## config.mk

```make
export PLATFORM = sky130hd
export DESIGN_NAME = acl_starter_ctrl
export DESIGN_NICKNAME = d
export VERILOG_FILES = /design/src/verilog/acl_pkg.sv /design/src/verilog/acl_starter_ctrl.sv
export SDC_FILE = /design/constraint.sdc
export NUM_CORES = 1
export LEC_CHECK = 0
export ABC_AREA = 1
export BUFFER_PORTS_ARGS = -buffer_cell sky130_fd_sc_hd__buf_4
export CELL_PAD_IN_SITES_DETAIL_PLACEMENT = 2
export CELL_PAD_IN_SITES_GLOBAL_PLACEMENT = 2
export CORE_ASPECT_RATIO = 1.2
export CORE_UTILIZATION = 32
export CTS_CLUSTER_DIAMETER = 50
export DETAILED_ROUTE_END_ITERATION = 10
export PLACE_DENSITY = 0.78
export SLEW_MARGIN = 20
export SYNTH_ARGS = -nofsm -noshare
export SYNTH_HDL_FRONTEND = slang
export SYNTH_SLANG_ARGS = --single-unit
```

## constraint.sdc

```tcl
create_clock -name clk_i -period 8.3 [get_ports clk_i]
set_input_delay 2.075 -clock clk_i [delete_from_list [all_inputs] [get_ports clk_i]]
set_output_delay 2.075 -clock clk_i [all_outputs]
set_load 0.05 [all_outputs]
```

## src/verilog/acl_pkg.sv

```systemverilog
package acl_pkg;
  localparam int unsigned CLK_HZ = 200_000_000;
  localparam int unsigned MS_TIME = 1;
  localparam int unsigned MS_CYCLES_DEF = CLK_HZ / 1000 * MS_TIME;
  localparam int unsigned FLASH_HALF_MS_DEF = 500;

  localparam logic [7:0] ADDR_STARTER_CFG = 8'h00;
  localparam logic [7:0] ADDR_TYPICAL = 8'h04;
  localparam logic [7:0] ADDR_XFER_DELAY = 8'h08;
  localparam logic [7:0] ADDR_COMMAND = 8'h0c;
  localparam logic [7:0] ADDR_STATUS = 8'h10;
  localparam logic [7:0] ADDR_POLARITY = 8'h14;

  localparam logic [31:0] CFG_RESET = 32'h0000_0001;
  localparam logic [31:0] CFG_WMASK = 32'h0000_0f03;
  localparam logic [31:0] CFG_ALLOW_MASK = 32'h0000_0002;
  localparam logic [31:0] TYP_RESET = 32'h0000_0020;
  localparam logic [31:0] TYP_WMASK = 32'h0000_0073;
  localparam logic [31:0] DLY_RESET = 32'h0000_0064;
  localparam logic [31:0] DLY_WMASK = 32'h0000_ffff;
  localparam logic [31:0] POL_WMASK = 32'h0000_07ff;

  localparam logic [3:0] TYPE_NONREV = 4'h0;
  localparam logic [3:0] TYPE_REV = 4'h1;
  localparam int unsigned TGM_LOCAL_BIT = 9;
  localparam int unsigned TGM_REMOTE_BIT = 10;

  localparam int unsigned HWIN_W = 11;
  // active-low pins: stop, emergency stop, safety circuit, external supervision
  localparam logic [10:0] HWIN_DEFAULT_POL = 11'h1e0;

  typedef enum logic [2:0] {
    SRC_FIELDBUS = 3'b000,
    SRC_SERIAL = 3'b001,
    SRC_HARDWIRE = 3'b010,
    SRC_FIXED_LOCAL = 3'b011,
    SRC_FIXED_REMOTE = 3'b100
  } acl_src_e;

  typedef enum logic [1:0] {
    ST_OFF = 2'b00,
    ST_FWD = 2'b01,
    ST_REV = 2'b10,
    ST_XFER = 2'b11
  } acl_state_e;

  typedef struct packed {
    logic run_forward_cmd;
    logic run_reverse_cmd;
    logic stop;
    logic estop;
    logic safety;
    logic ext_sup;
    logic mode_local;
    logic mode_remote;
    logic drawer_sup;
    logic reset_alarm;
    logic ext_fault;
  } acl_hwin_s;

  typedef struct packed {
    logic rly41;
    logic rly43;
    logic rly45;
    logic rly22;
    logic rly23;
    logic rly24;
    logic rly25;
    logic rly26;
  } acl_relay_s;

  typedef struct packed {
    logic [19:0] rsvd1;
    logic [3:0] starter_type;
    logic [5:0] rsvd0;
    logic param_allow;
    logic default_cfg;
  } acl_cfg_s;

  typedef struct packed {
    logic [24:0] rsvd1;
    acl_src_e src;
    logic [1:0] rsvd0;
    logic supv_en;
    logic switch_allow;
  } acl_typ_s;

  typedef struct packed {
    logic [6:0] rsvd3;
    logic identify;
    logic [6:0] rsvd2;
    logic fault_clear;
    logic [5:0] rsvd1;
    logic coil_remote;
    logic coil_local;
    logic [4:0] rsvd0;
    logic stop;
    logic rev;
    logic fwd;
  } acl_cmd_s;

  typedef struct packed {
    logic [22:0] rsvd;
    logic trip;
    logic fault;
    logic conflict;
    logic remote_ok;
    logic local_ok;
    logic drawer_ready;
    logic xfer;
    logic rev;
    logic fwd;
  } acl_status_s;
endpackage

```

## src/verilog/acl_starter_ctrl.sv

```systemverilog
// Operation
// - no contactor energised without drawer ready
// - supervision enabled needs drawer supervision input
// - fieldbus telegram bit 9 local, 10 remote
// - serial coil 10 local, coil 11 remote
// - hardwired mode inputs select local or remote
// - fixed local accepts all local sources
// - fixed remote accepts only remote source
// - local and remote together block drawer ready
// - configuration writes need parameter change allowed
// - forward command closes relay 41 when ready
// - stop command opens forward contactor
// - reverse command closes relay 43 from off
// - direction change only with switchover allowed
// - switchover stops, waits delay, then reverses
// - type 0x1 with default selects reversing map
// - run inputs high, stop-type inputs low active
// - small variant relays 41, 43, 45
// - relay 45 warning steady, failure flashing; small variant shows failure steady, large reversing map shows run
// - relay 25 ready steady, identify flashing
// - no default config lets user remap inputs
// - type 0x0 with default selects single direction
//
// Our own choices: register access over Wishbone and the placing of the registers.
module acl_starter_ctrl #(
  parameter int unsigned MS_CYCLES = acl_pkg::MS_CYCLES_DEF,
  parameter int unsigned FLASH_HALF_MS = acl_pkg::FLASH_HALF_MS_DEF,
  parameter bit LARGE_VARIANT = 1'b1
) (
  input wire logic clk_i,
  input wire logic reset_i,
  input wire logic wb_cyc_i,
  input wire logic wb_stb_i,
  input wire logic wb_we_i,
  input wire logic [7:0] wb_adr_i,
  input wire logic [3:0] wb_sel_i,
  input wire logic [31:0] wb_dat_i,
  output logic [31:0] wb_dat_o,
  output logic wb_ack_o,
  input wire acl_pkg::acl_hwin_s hw_pins_i,
  input wire logic [15:0] fieldbus_control_telegram_i,
  input wire logic fieldbus_control_valid_i,
  input wire logic fieldbus_reset_telegram_i,
  input wire logic warning_i,
  output acl_pkg::acl_relay_s relay_o
);
  import acl_pkg::*;

  if (MS_CYCLES < 1 || FLASH_HALF_MS < 1 || FLASH_HALF_MS > 65535) begin : g_chk
    $error("acl_starter_ctrl: timing parameters out of range");
  end

  function automatic logic [31:0] merge(input logic [31:0] old_v, input logic [31:0] new_v,
                                        input logic [3:0] sel, input logic [31:0] wmask);
    logic [31:0] bmask;
    bmask = {{8{sel[3]}}, {8{sel[2]}}, {8{sel[1]}}, {8{sel[0]}}} & wmask;
    merge = (old_v & ~bmask) | (new_v & bmask);
  endfunction

  acl_cfg_s cfg_reg;
  acl_typ_s typ_reg;
  logic [15:0] delay_reg;
  logic [HWIN_W-1:0] pol_reg;
  logic ident_reg;
  logic ack_reg;
  logic [31:0] rdat_reg;
  logic [HWIN_W-1:0] sync1_reg;
  logic [HWIN_W-1:0] sync2_reg;
  acl_hwin_s hw_prev_reg;
  logic fb_loc_reg;
  logic fb_rem_reg;
  logic ser_loc_reg;
  logic ser_rem_reg;
  logic fault_reg;
  acl_state_e state_reg;
  acl_state_e state_next;
  acl_state_e tgt_reg;
  acl_state_e tgt_next;
  logic [31:0] xfer_pre_reg;
  logic [15:0] xfer_ms_reg;
  logic [31:0] flash_pre_reg;
  logic [15:0] flash_ms_reg;
  logic flash_reg;
  acl_relay_s relay_reg;
  acl_relay_s relay_next;
  acl_hwin_s hw;
  acl_cmd_s cmd_w;
  acl_status_s status;

  // bus decode, one access per ack
  wire logic wb_req = wb_cyc_i & wb_stb_i & ~ack_reg;
  wire logic wb_wr = wb_req & wb_we_i;
  wire logic wr_cfg = wb_wr & (wb_adr_i == ADDR_STARTER_CFG);
  wire logic wr_typ = wb_wr & (wb_adr_i == ADDR_TYPICAL);
  wire logic wr_dly = wb_wr & (wb_adr_i == ADDR_XFER_DELAY);
  wire logic wr_cmd = wb_wr & (wb_adr_i == ADDR_COMMAND);
  wire logic wr_pol = wb_wr & (wb_adr_i == ADDR_POLARITY);
  wire logic cfg_open = cfg_reg.param_allow;
  wire logic [31:0] cfg_merge = merge(cfg_reg, wb_dat_i, wb_sel_i, CFG_WMASK);
  // the allow bit itself stays writable, otherwise the lock could never be lifted
  wire logic [31:0] cfg_wval = cfg_open ? cfg_merge
                             : ((cfg_reg & ~CFG_ALLOW_MASK) | (cfg_merge & CFG_ALLOW_MASK));
  // user mapping only without default config
  wire logic pol_open = cfg_open & ~cfg_reg.default_cfg;
  assign cmd_w = acl_cmd_s'(merge(32'h0000_0000, wb_dat_i, wb_sel_i, 32'hffff_ffff)
                            & {32{wr_cmd}});

  wire logic is_rev_type = (cfg_reg.starter_type == TYPE_REV);
  wire logic [HWIN_W-1:0] pol_mask = cfg_reg.default_cfg ? HWIN_DEFAULT_POL : pol_reg;
  assign hw = acl_hwin_s'(sync2_reg ^ pol_mask);
  wire acl_hwin_s hw_rise = acl_hwin_s'((sync2_reg ^ pol_mask) & ~hw_prev_reg);

  wire logic local_sel = (typ_reg.src == SRC_FIELDBUS) ? fb_loc_reg
                       : (typ_reg.src == SRC_SERIAL) ? ser_loc_reg
                       : (typ_reg.src == SRC_HARDWIRE) ? hw.mode_local
                       : (typ_reg.src == SRC_FIXED_LOCAL);
  wire logic remote_sel = (typ_reg.src == SRC_FIELDBUS) ? fb_rem_reg
                        : (typ_reg.src == SRC_SERIAL) ? ser_rem_reg
                        : (typ_reg.src == SRC_HARDWIRE) ? hw.mode_remote
                        : (typ_reg.src == SRC_FIXED_REMOTE);
  wire logic conflict = local_sel & remote_sel;
  wire logic local_ok = local_sel & ~remote_sel;
  wire logic remote_ok = remote_sel & ~local_sel;

  // an open stop circuit trips a running motor as well as blocking a start
  wire logic trip = hw.stop | hw.estop | hw.safety | hw.ext_sup;
  wire logic drawer_ready = ~fault_reg & ~trip & (~typ_reg.supv_en | hw.drawer_sup)
                          & ~conflict & (local_ok | remote_ok);

  wire logic fwd_req = (local_ok & hw_rise.run_forward_cmd) | (remote_ok & cmd_w.fwd);
  wire logic rev_req = is_rev_type
                     & ((local_ok & hw_rise.run_reverse_cmd) | (remote_ok & cmd_w.rev));
  wire logic stop_req = ~drawer_ready | (remote_ok & cmd_w.stop);
  wire logic fault_clr = hw.reset_alarm | fieldbus_reset_telegram_i | cmd_w.fault_clear;

  wire logic xfer_tick = (xfer_pre_reg == 32'(MS_CYCLES - 1));
  wire logic xfer_done = (xfer_ms_reg >= delay_reg);
  wire logic flash_tick = (flash_pre_reg == 32'(MS_CYCLES - 1));
  wire logic flash_wrap = flash_tick & (flash_ms_reg == 16'(FLASH_HALF_MS - 1));

  always_comb begin
    state_next = state_reg;
    tgt_next = tgt_reg;
    case (state_reg)
      ST_OFF: begin
        if (!stop_req && fwd_req) begin
          state_next = ST_FWD;
        end else if (!stop_req && rev_req) begin
          state_next = ST_REV;
        end
      end
      ST_FWD: begin
        if (stop_req) begin
          state_next = ST_OFF;
        end else if (rev_req && typ_reg.switch_allow) begin
          state_next = ST_XFER;
          tgt_next = ST_REV;
        end
      end
      ST_REV: begin
        if (stop_req) begin
          state_next = ST_OFF;
        end else if (fwd_req && typ_reg.switch_allow) begin
          state_next = ST_XFER;
          tgt_next = ST_FWD;
        end
      end
      ST_XFER: begin
        if (stop_req) begin
          state_next = ST_OFF;
        end else if (xfer_done) begin
          state_next = tgt_reg;
        end
      end
      default: begin
        state_next = ST_OFF;
      end
    endcase
  end

  // relays follow the next state so contactors and state line up
  wire logic run_f = (state_next == ST_FWD);
  wire logic run_r = (state_next == ST_REV);
  assign relay_next.rly41 = run_f;
  // single direction: feedback or redundancy contactor, both follow the run
  assign relay_next.rly43 = is_rev_type ? run_r : run_f;
  assign relay_next.rly45 = ~LARGE_VARIANT ? fault_reg
                          : is_rev_type ? (run_f | run_r)
                          : (warning_i | (fault_reg & flash_reg));
  assign relay_next.rly22 = LARGE_VARIANT & local_ok;
  assign relay_next.rly23 = LARGE_VARIANT & run_f;
  assign relay_next.rly24 = LARGE_VARIANT & (is_rev_type ? run_r : warning_i);
  assign relay_next.rly25 = LARGE_VARIANT & (drawer_ready | (ident_reg & flash_reg));
  assign relay_next.rly26 = LARGE_VARIANT & fault_reg;
  assign relay_o = relay_reg;

  assign status = '{rsvd: 23'h000000, trip: trip, fault: fault_reg, conflict: conflict,
                    remote_ok: remote_ok, local_ok: local_ok, drawer_ready: drawer_ready,
                    xfer: (state_reg == ST_XFER), rev: (state_reg == ST_REV),
                    fwd: (state_reg == ST_FWD)};
  // unmapped addresses are acked and read as zero
  wire logic [31:0] rd_mux = (wb_adr_i == ADDR_STARTER_CFG) ? 32'(cfg_reg)
                           : (wb_adr_i == ADDR_TYPICAL) ? 32'(typ_reg)
                           : (wb_adr_i == ADDR_XFER_DELAY) ? {16'h0000, delay_reg}
                           : (wb_adr_i == ADDR_COMMAND) ? {7'h00, ident_reg, 24'h000000}
                           : (wb_adr_i == ADDR_STATUS) ? 32'(status)
                           : (wb_adr_i == ADDR_POLARITY) ? {21'h000000, pol_reg}
                           : 32'h0000_0000;
  assign wb_ack_o = ack_reg;
  assign wb_dat_o = rdat_reg;

  always_ff @(posedge clk_i or posedge reset_i) begin
    if (reset_i) begin
      ack_reg <= 1'b0;
      rdat_reg <= 32'h0000_0000;
    end else begin
      ack_reg <= wb_req;
      rdat_reg <= (wb_req && !wb_we_i) ? rd_mux : 32'h0000_0000;
    end
  end

  always_ff @(posedge clk_i or posedge reset_i) begin
    if (reset_i) begin
      cfg_reg <= acl_cfg_s'(CFG_RESET);
      typ_reg <= acl_typ_s'(TYP_RESET);
      delay_reg <= DLY_RESET[15:0];
      pol_reg <= HWIN_DEFAULT_POL;
      ident_reg <= 1'b0;
    end else begin
      if (wr_cfg) cfg_reg <= acl_cfg_s'(cfg_wval);
      if (wr_typ && cfg_open) typ_reg <= acl_typ_s'(merge(typ_reg, wb_dat_i, wb_sel_i, TYP_WMASK));
      if (wr_dly && cfg_open) delay_reg <= 16'(merge({16'h0000, delay_reg}, wb_dat_i, wb_sel_i,
                                                     DLY_WMASK));
      if (wr_pol && pol_open) pol_reg <= 11'(merge({21'h000000, pol_reg}, wb_dat_i, wb_sel_i,
                                                   POL_WMASK));
      if (wr_cmd && wb_sel_i[3]) ident_reg <= cmd_w.identify;
    end
  end

  // pins settle through two stages; the first feeds only the second
  always_ff @(posedge clk_i or posedge reset_i) begin
    if (reset_i) begin
      sync1_reg <= '0;
      sync2_reg <= '0;
      hw_prev_reg <= '0;
    end else begin
      sync1_reg <= hw_pins_i;
      sync2_reg <= sync1_reg;
      hw_prev_reg <= hw;
    end
  end

  always_ff @(posedge clk_i or posedge reset_i) begin
    if (reset_i) begin
      fb_loc_reg <= 1'b0;
      fb_rem_reg <= 1'b0;
      ser_loc_reg <= 1'b0;
      ser_rem_reg <= 1'b0;
      fault_reg <= 1'b0;
    end else begin
      if (fieldbus_control_valid_i) begin
        fb_loc_reg <= fieldbus_control_telegram_i[TGM_LOCAL_BIT];
        fb_rem_reg <= fieldbus_control_telegram_i[TGM_REMOTE_BIT];
      end
      ser_loc_reg <= cmd_w.coil_local | (ser_loc_reg & ~cmd_w.coil_remote);
      ser_rem_reg <= cmd_w.coil_remote | (ser_rem_reg & ~cmd_w.coil_local);
      // a new fault in the clearing cycle is kept
      fault_reg <= hw.ext_fault | (fault_reg & ~fault_clr);
    end
  end

  always_ff @(posedge clk_i or posedge reset_i) begin
    if (reset_i) begin
      state_reg <= ST_OFF;
      tgt_reg <= ST_OFF;
      relay_reg <= '0;
    end else begin
      state_reg <= state_next;
      tgt_reg <= tgt_next;
      relay_reg <= relay_next;
    end
  end

  // transfer timer restarts on every entry to the transfer state
  always_ff @(posedge clk_i or posedge reset_i) begin
    if (reset_i) begin
      xfer_pre_reg <= 32'h0000_0000;
      xfer_ms_reg <= 16'h0000;
    end else if (state_reg != ST_XFER) begin
      xfer_pre_reg <= 32'h0000_0000;
      xfer_ms_reg <= 16'h0000;
    end else begin
      xfer_pre_reg <= xfer_tick ? 32'h0000_0000 : xfer_pre_reg + 32'h0000_0001;
      if (xfer_tick) xfer_ms_reg <= xfer_ms_reg + 16'h0001;
    end
  end

  always_ff @(posedge clk_i or posedge reset_i) begin
    if (reset_i) begin
      flash_pre_reg <= 32'h0000_0000;
      flash_ms_reg <= 16'h0000;
      flash_reg <= 1'b0;
    end else begin
      flash_pre_reg <= flash_tick ? 32'h0000_0000 : flash_pre_reg + 32'h0000_0001;
      if (flash_wrap) flash_ms_reg <= 16'h0000;
      else if (flash_tick) flash_ms_reg <= flash_ms_reg + 16'h0001;
      if (flash_wrap) flash_reg <= ~flash_reg;
    end
  end
endmodule

```

# Yosys cells after proc, flatten, opt, wreduce, memory -nomap -nowiden

Cells that the tools add are included.

Add/sub/neg operators: 4
Order comparisons: 1
Bitwise operators: 79
Equality and inequality tests: 23
Multiplexer cells: 39
Reduce and logical (&&, ||, !) cells: 18

Operator list:

| cell                    | count |
|---|---|
| $mux W32                | 7 |
| $add A32 B1 Y32 const B | 2 |
| $and A32 B32 Y32        | 2 |
| $eq A32 B18 Y1 const B  | 2 |
| $mux W16                | 4 |
| $or A32 B32 Y32         | 2 |
| $and A25 B25 Y25        | 2 |
| $mux W25                | 2 |
| $and A11 B11 Y11        | 3 |
| $mux W11                | 3 |
| $add A16 B1 Y16 const B | 2 |
| $and A16 B16 Y16        | 2 |
| $and A32 B12 Y32        | 1 |
| $and A32 B7 Y32         | 1 |
| $not A12 Y32            | 1 |
| $not A7 Y32             | 1 |
| $or A32 B2 Y32          | 1 |
| $and A1 B1 Y1           | 28 |
| $mux W2                 | 12 |
| $not A11 Y11            | 2 |
| $eq A16 B9 Y1 const B   | 1 |
| $eq A8 B4 Y1 const B    | 2 |
| $eq A8 B5 Y1 const B    | 2 |
| $ge A16 B16 Y1          | 1 |
| other kinds (25)        | 78 |

Logic and storage cells: 211
Input port bits: 79
Output and inout bits: 41
Register bits after elaboration: 271

# Longest topological paths before layout

Depth in word-level cells: 20
Mapped depth: 22
Depth with buffers taken out: 22

# Least setup slack after synthesis

Ideal clock, no wire load.

Path kind: in2reg
From: in wb_adr_i[2]
To: reg relay_reg (netlist bit relay_o[5])
Required time: 8.217 ns
Setup slack: 4.655 ns
Stages on the path: 16
Setup time: 0.083 ns
Path buffers: 1
Arrival time: 3.563 ns
Cell sequence: buf_6 nand2_2 inv_2 nand2_4 nor2_8 nand2_4 o21ai_2 nand2_1 nand2_1 nand2_1 nand2_1 nand2_1 a21oi_2 inv_2 ha_1 o21ai_0

RTL lines:

| what                 | line                    | source |
|---|---|---|
| start, declared      | acl_starter_ctrl.sv:35  | `input wire logic [7:0] wb_adr_i,` |
| end signal, assigned | acl_starter_ctrl.sv:280 | `relay_reg <= relay_next;` |
| end, declared        | acl_starter_ctrl.sv:84  | `acl_relay_s relay_reg;` |

==> results.yml <==
status:
  outcome: "finished with violations"
  failed_checks: "DRC"
worst_setup_path:
  start_kind: "flop"
  worstSetupEndpointType: "flop"
  crit_type: "reg -> reg"
  worstPathArrival_ns: 4.13
  critical_path.cell_chain: "inv_1, nand2_1, xnor2_1, o21ai_0, nand2_1, or2_2, inv_1, ha_1, nor3_1, o21ai_0, inv_1, nand3_2, inv_2, nand2_1, nand2_1, nor2_1, a21oi_2, inv_2, ha_1, o21ai_0"
  worst_path_max_delay_cell: "dfstp_2"
  ff2ff_setup_slack_ns: 4.55
  worstPathMaxFanout: 11
  path_common_cell: "nand2_1"
  slowest_delay_ns: 0.74
  worst_ep_required_time_ns: 8.68
logic_synthesis:
  synth_top_cells_by_area: "dfrtp_1 45%, nand2_1 8.4%, inv_1 6.5%, nor2_1 4.6%, xor2_1 4.3%"
  synth_flop_cell: "dfrtp_1"
  syn_area_per_cell_um2: 8.38
  postSynth.asyncResetShare: 1.00
  synthesis_warning_total: 0
  ys_top_cells_by_count: "232 x nand2_1, 185 x dfrtp_1, 179 x inv_1, 127 x nor2_1, 51 x xor2_1"
  synthCells: 1232
  mapped_cell_area_um2: 10300
  synth_top_area_frac: 0.449
  synth-seq-area-share: 0.471
  postSynthRegisterBits: 194
  synth_edf_count: 0
  post-synth-top-count-cell: "nand2_1"
  netlist-cell-type-count: 58
  post-synth-top-area-cell: "dfrtp_1"
cts:
  tritoncts: "built"
  setup_repair_bufs_after_cts: 0
  numCtsBuffers: 17
  clkTransAtPathRegs_ns: 0.08
  worst_skew_pair.late_latency_ns: 0.46
  cts_htree_levels: 4
  clock_tree.root_cell: "clkbuf_16"
  cts_sinks: 194
  cts.hold.buffers_added: 0
  cts-root-to-sink-buffers: 2
  post_cts_resize_count: 0
route:
  detailedRoute.firstIterationViolations: 361
  dr.pass1.iters: 7
  avgViaCountPerCell: 5.08
  routed-via-count: 8785
  drc: 4
  detail-route-antenna-nets: 0
  wl_per_cell_um: 18.0
  routed_wl_um: 31100
timing:
  relSlewSlack: 0.370
  worstMarginPinSlew_ns: 0.936
  timing.final.hold_violations: 0
  finalSetupViolations: 0
  fmax_mhz: 266
  post-route-period-util: 0.452
  number_of_max_slew_violations_in_the_final_report: 0
  final.setup.tns_ns: 0
  min_period_ns: 3.75
  timing.hold.ws_ns: 0.351
  rsz0062_at_grt: "no"
  fin_skew_ns: 0.0139
pwr:
  p_per_area_nw_per_um2: 169
  p_leak_nw: 5.46
  vdd_ir_drop_max_mv: 0.118
global_routing:
  pin_count_of_the_biggest_net_entering_global_routing: 90
  globalRoute.totalOverflow: 0
  number_of_antenna_violations_at_the_first_check_in_global_routing: 0
  first_pass_grt_wire_length_um: 51800
  global_route.usage.total: 0.200
  first_global_vias: 9908
layout:
  diodes: 0
  fill_cells: 3563
  layout-drive-gt1-share: 0.145
  layout.nets: 1421
  layoutNonFillerInstCount: 1728
  syn_to_final_growth_pct: 15.2
placement:
  place.detailed.instances: 1696
  io_buffers: 76
  dp.final_hpwl_um: 23400
  place_congestion: 0.852
die:
  design.portCount: 120
  floorplan.initialDensity: 0.327
  rows: 71
  core_area_um2: 31500
  dieArea_um2: 33000
  die_height_um: 199
  die_w_um: 166
hold_path:
  hp-class: "reg -> reg"
run:
  max_cap_violations: 0
[path summary, 6_finish.rpt]
kind | startpoint | to | cells after the start
worst max-delay path | cfg_reg[0]$_DFFE_PP1P_ | relay_o[5]$_DFF_PP0_ | 20
worst min-delay path | sync1_reg[3]$_DFF_PP0_ | sync2_reg[3]$_DFF_PP0_ | 0
worst max register to register | cfg_reg[0]$_DFFE_PP1P_ | relay_o[5]$_DFF_PP0_ | 20
worst min register to register | sync1_reg[3]$_DFF_PP0_ | sync2_reg[3]$_DFF_PP0_ | 0
max in group asynchronous | reset_i | flash_pre_reg[17]$_DFF_PP0_ | 3
min in group asynchronous | reset_i | flash_pre_reg[29]$_DFF_PP0_ | 2
[cell families after synthesis]
kind of cell / Yosys count / share of synthesized area
flip-flops: 194 / 0.471
XOR/XNOR: 57 / 0.0484
buffers and inverters: 223 / 0.0891
AO/OA/AOI/OAI: 162 / 0.0900
adder cells (fa/ha/maj): 28 / 0.0339
other: 1 / 0.000363
AND/OR/NAND/NOR: 567 / 0.267
[metal layers]
| layer | vias to the layer above | routed length (µm) | part of all wire | GRT usage |
|---|---|---|---|---|
| met1 | 4497 | 13400 | 0.43 | 0.232 |
| met2 | 97 | 16500 | 0.53 | 0.377 |
| met5 | - | 0 | 0 | 0 |
| met3 | 41 | 520 | 0.017 | 0.0253 |
| li1 | 4150 | - | - | - |
| met4 | 0 | 696 | 0.022 | 0.0744 |
[area by class of cell]
class / instances / area, µm² / share of cell area
flip-flops and latches: 194 / 4870 / 0.409
multi-input cells: 829 / 4590 / 0.386
inverters: 193 / 732 / 0.0616
repair buffers: 79 / 593 / 0.0499
well taps: 401 / 502 / 0.0422
clock buffers: 17 / 425 / 0.0358
clock inverters: 15 / 179 / 0.0151
[metrics by stage]
| step | area [µm²] | setup slack (ns) | total power, W | util |
|---|---|---|---|---|
| finish | 11900 | 4.55 | 0.00201 | 0.377 |
| global placement | 11300 | 4.30 | 0.00117 | 0.358 |
| detailed placement | 11300 | 4.25 | 0.00118 | 0.358 |
| global route | 11900 | 4.26 | 0.00209 | 0.377 |
| CTS | 11900 | 4.55 | 0.00204 | 0.377 |
| floorplan | 10400 | 0.956 | 0.00112 | - |
[critical path: cells and delay by family, from the launching register on]
kind	cells	cell delay, ns
AND/OR/NAND/NOR	8	1.12
adder cells (fa/ha/maj)	2	0.51
XOR/XNOR	1	0.07
AO/OA/AOI/OAI	4	0.65
flip-flops	1	0.74
buffers and inverters	5	0.57
[report_power, final]
part | switching [W] | internal (W) | total (W)
clock | 0.000443 | 0.000411 | 0.000854
sequential | 0.0000103 | 0.000966 | 0.000976
combinational | 0.000131 | 0.0000526 | 0.000184
[cell usage in the layout, fill, tap and decap left out, drive strengths merged, types with 3 or more instances in the layout]
cell type / instances
a211oi: 4
a21oi: 44
a31oi: 7
and3: 4
buf: 79
clkbuf: 17
clkinv: 6
conb: 15
dfrtp: 185
dfstp: 9
ha: 28
inv: 200
nand2: 239
nand3: 49
nand4: 45
nor2: 151
nor3: 46
nor4: 25
nor4b: 3
o21a: 3
o21ai: 74
o22ai: 6
o31ai: 11
xnor2: 6
xor2: 51
Note: power is estimated with default switching activity, not from simulation.
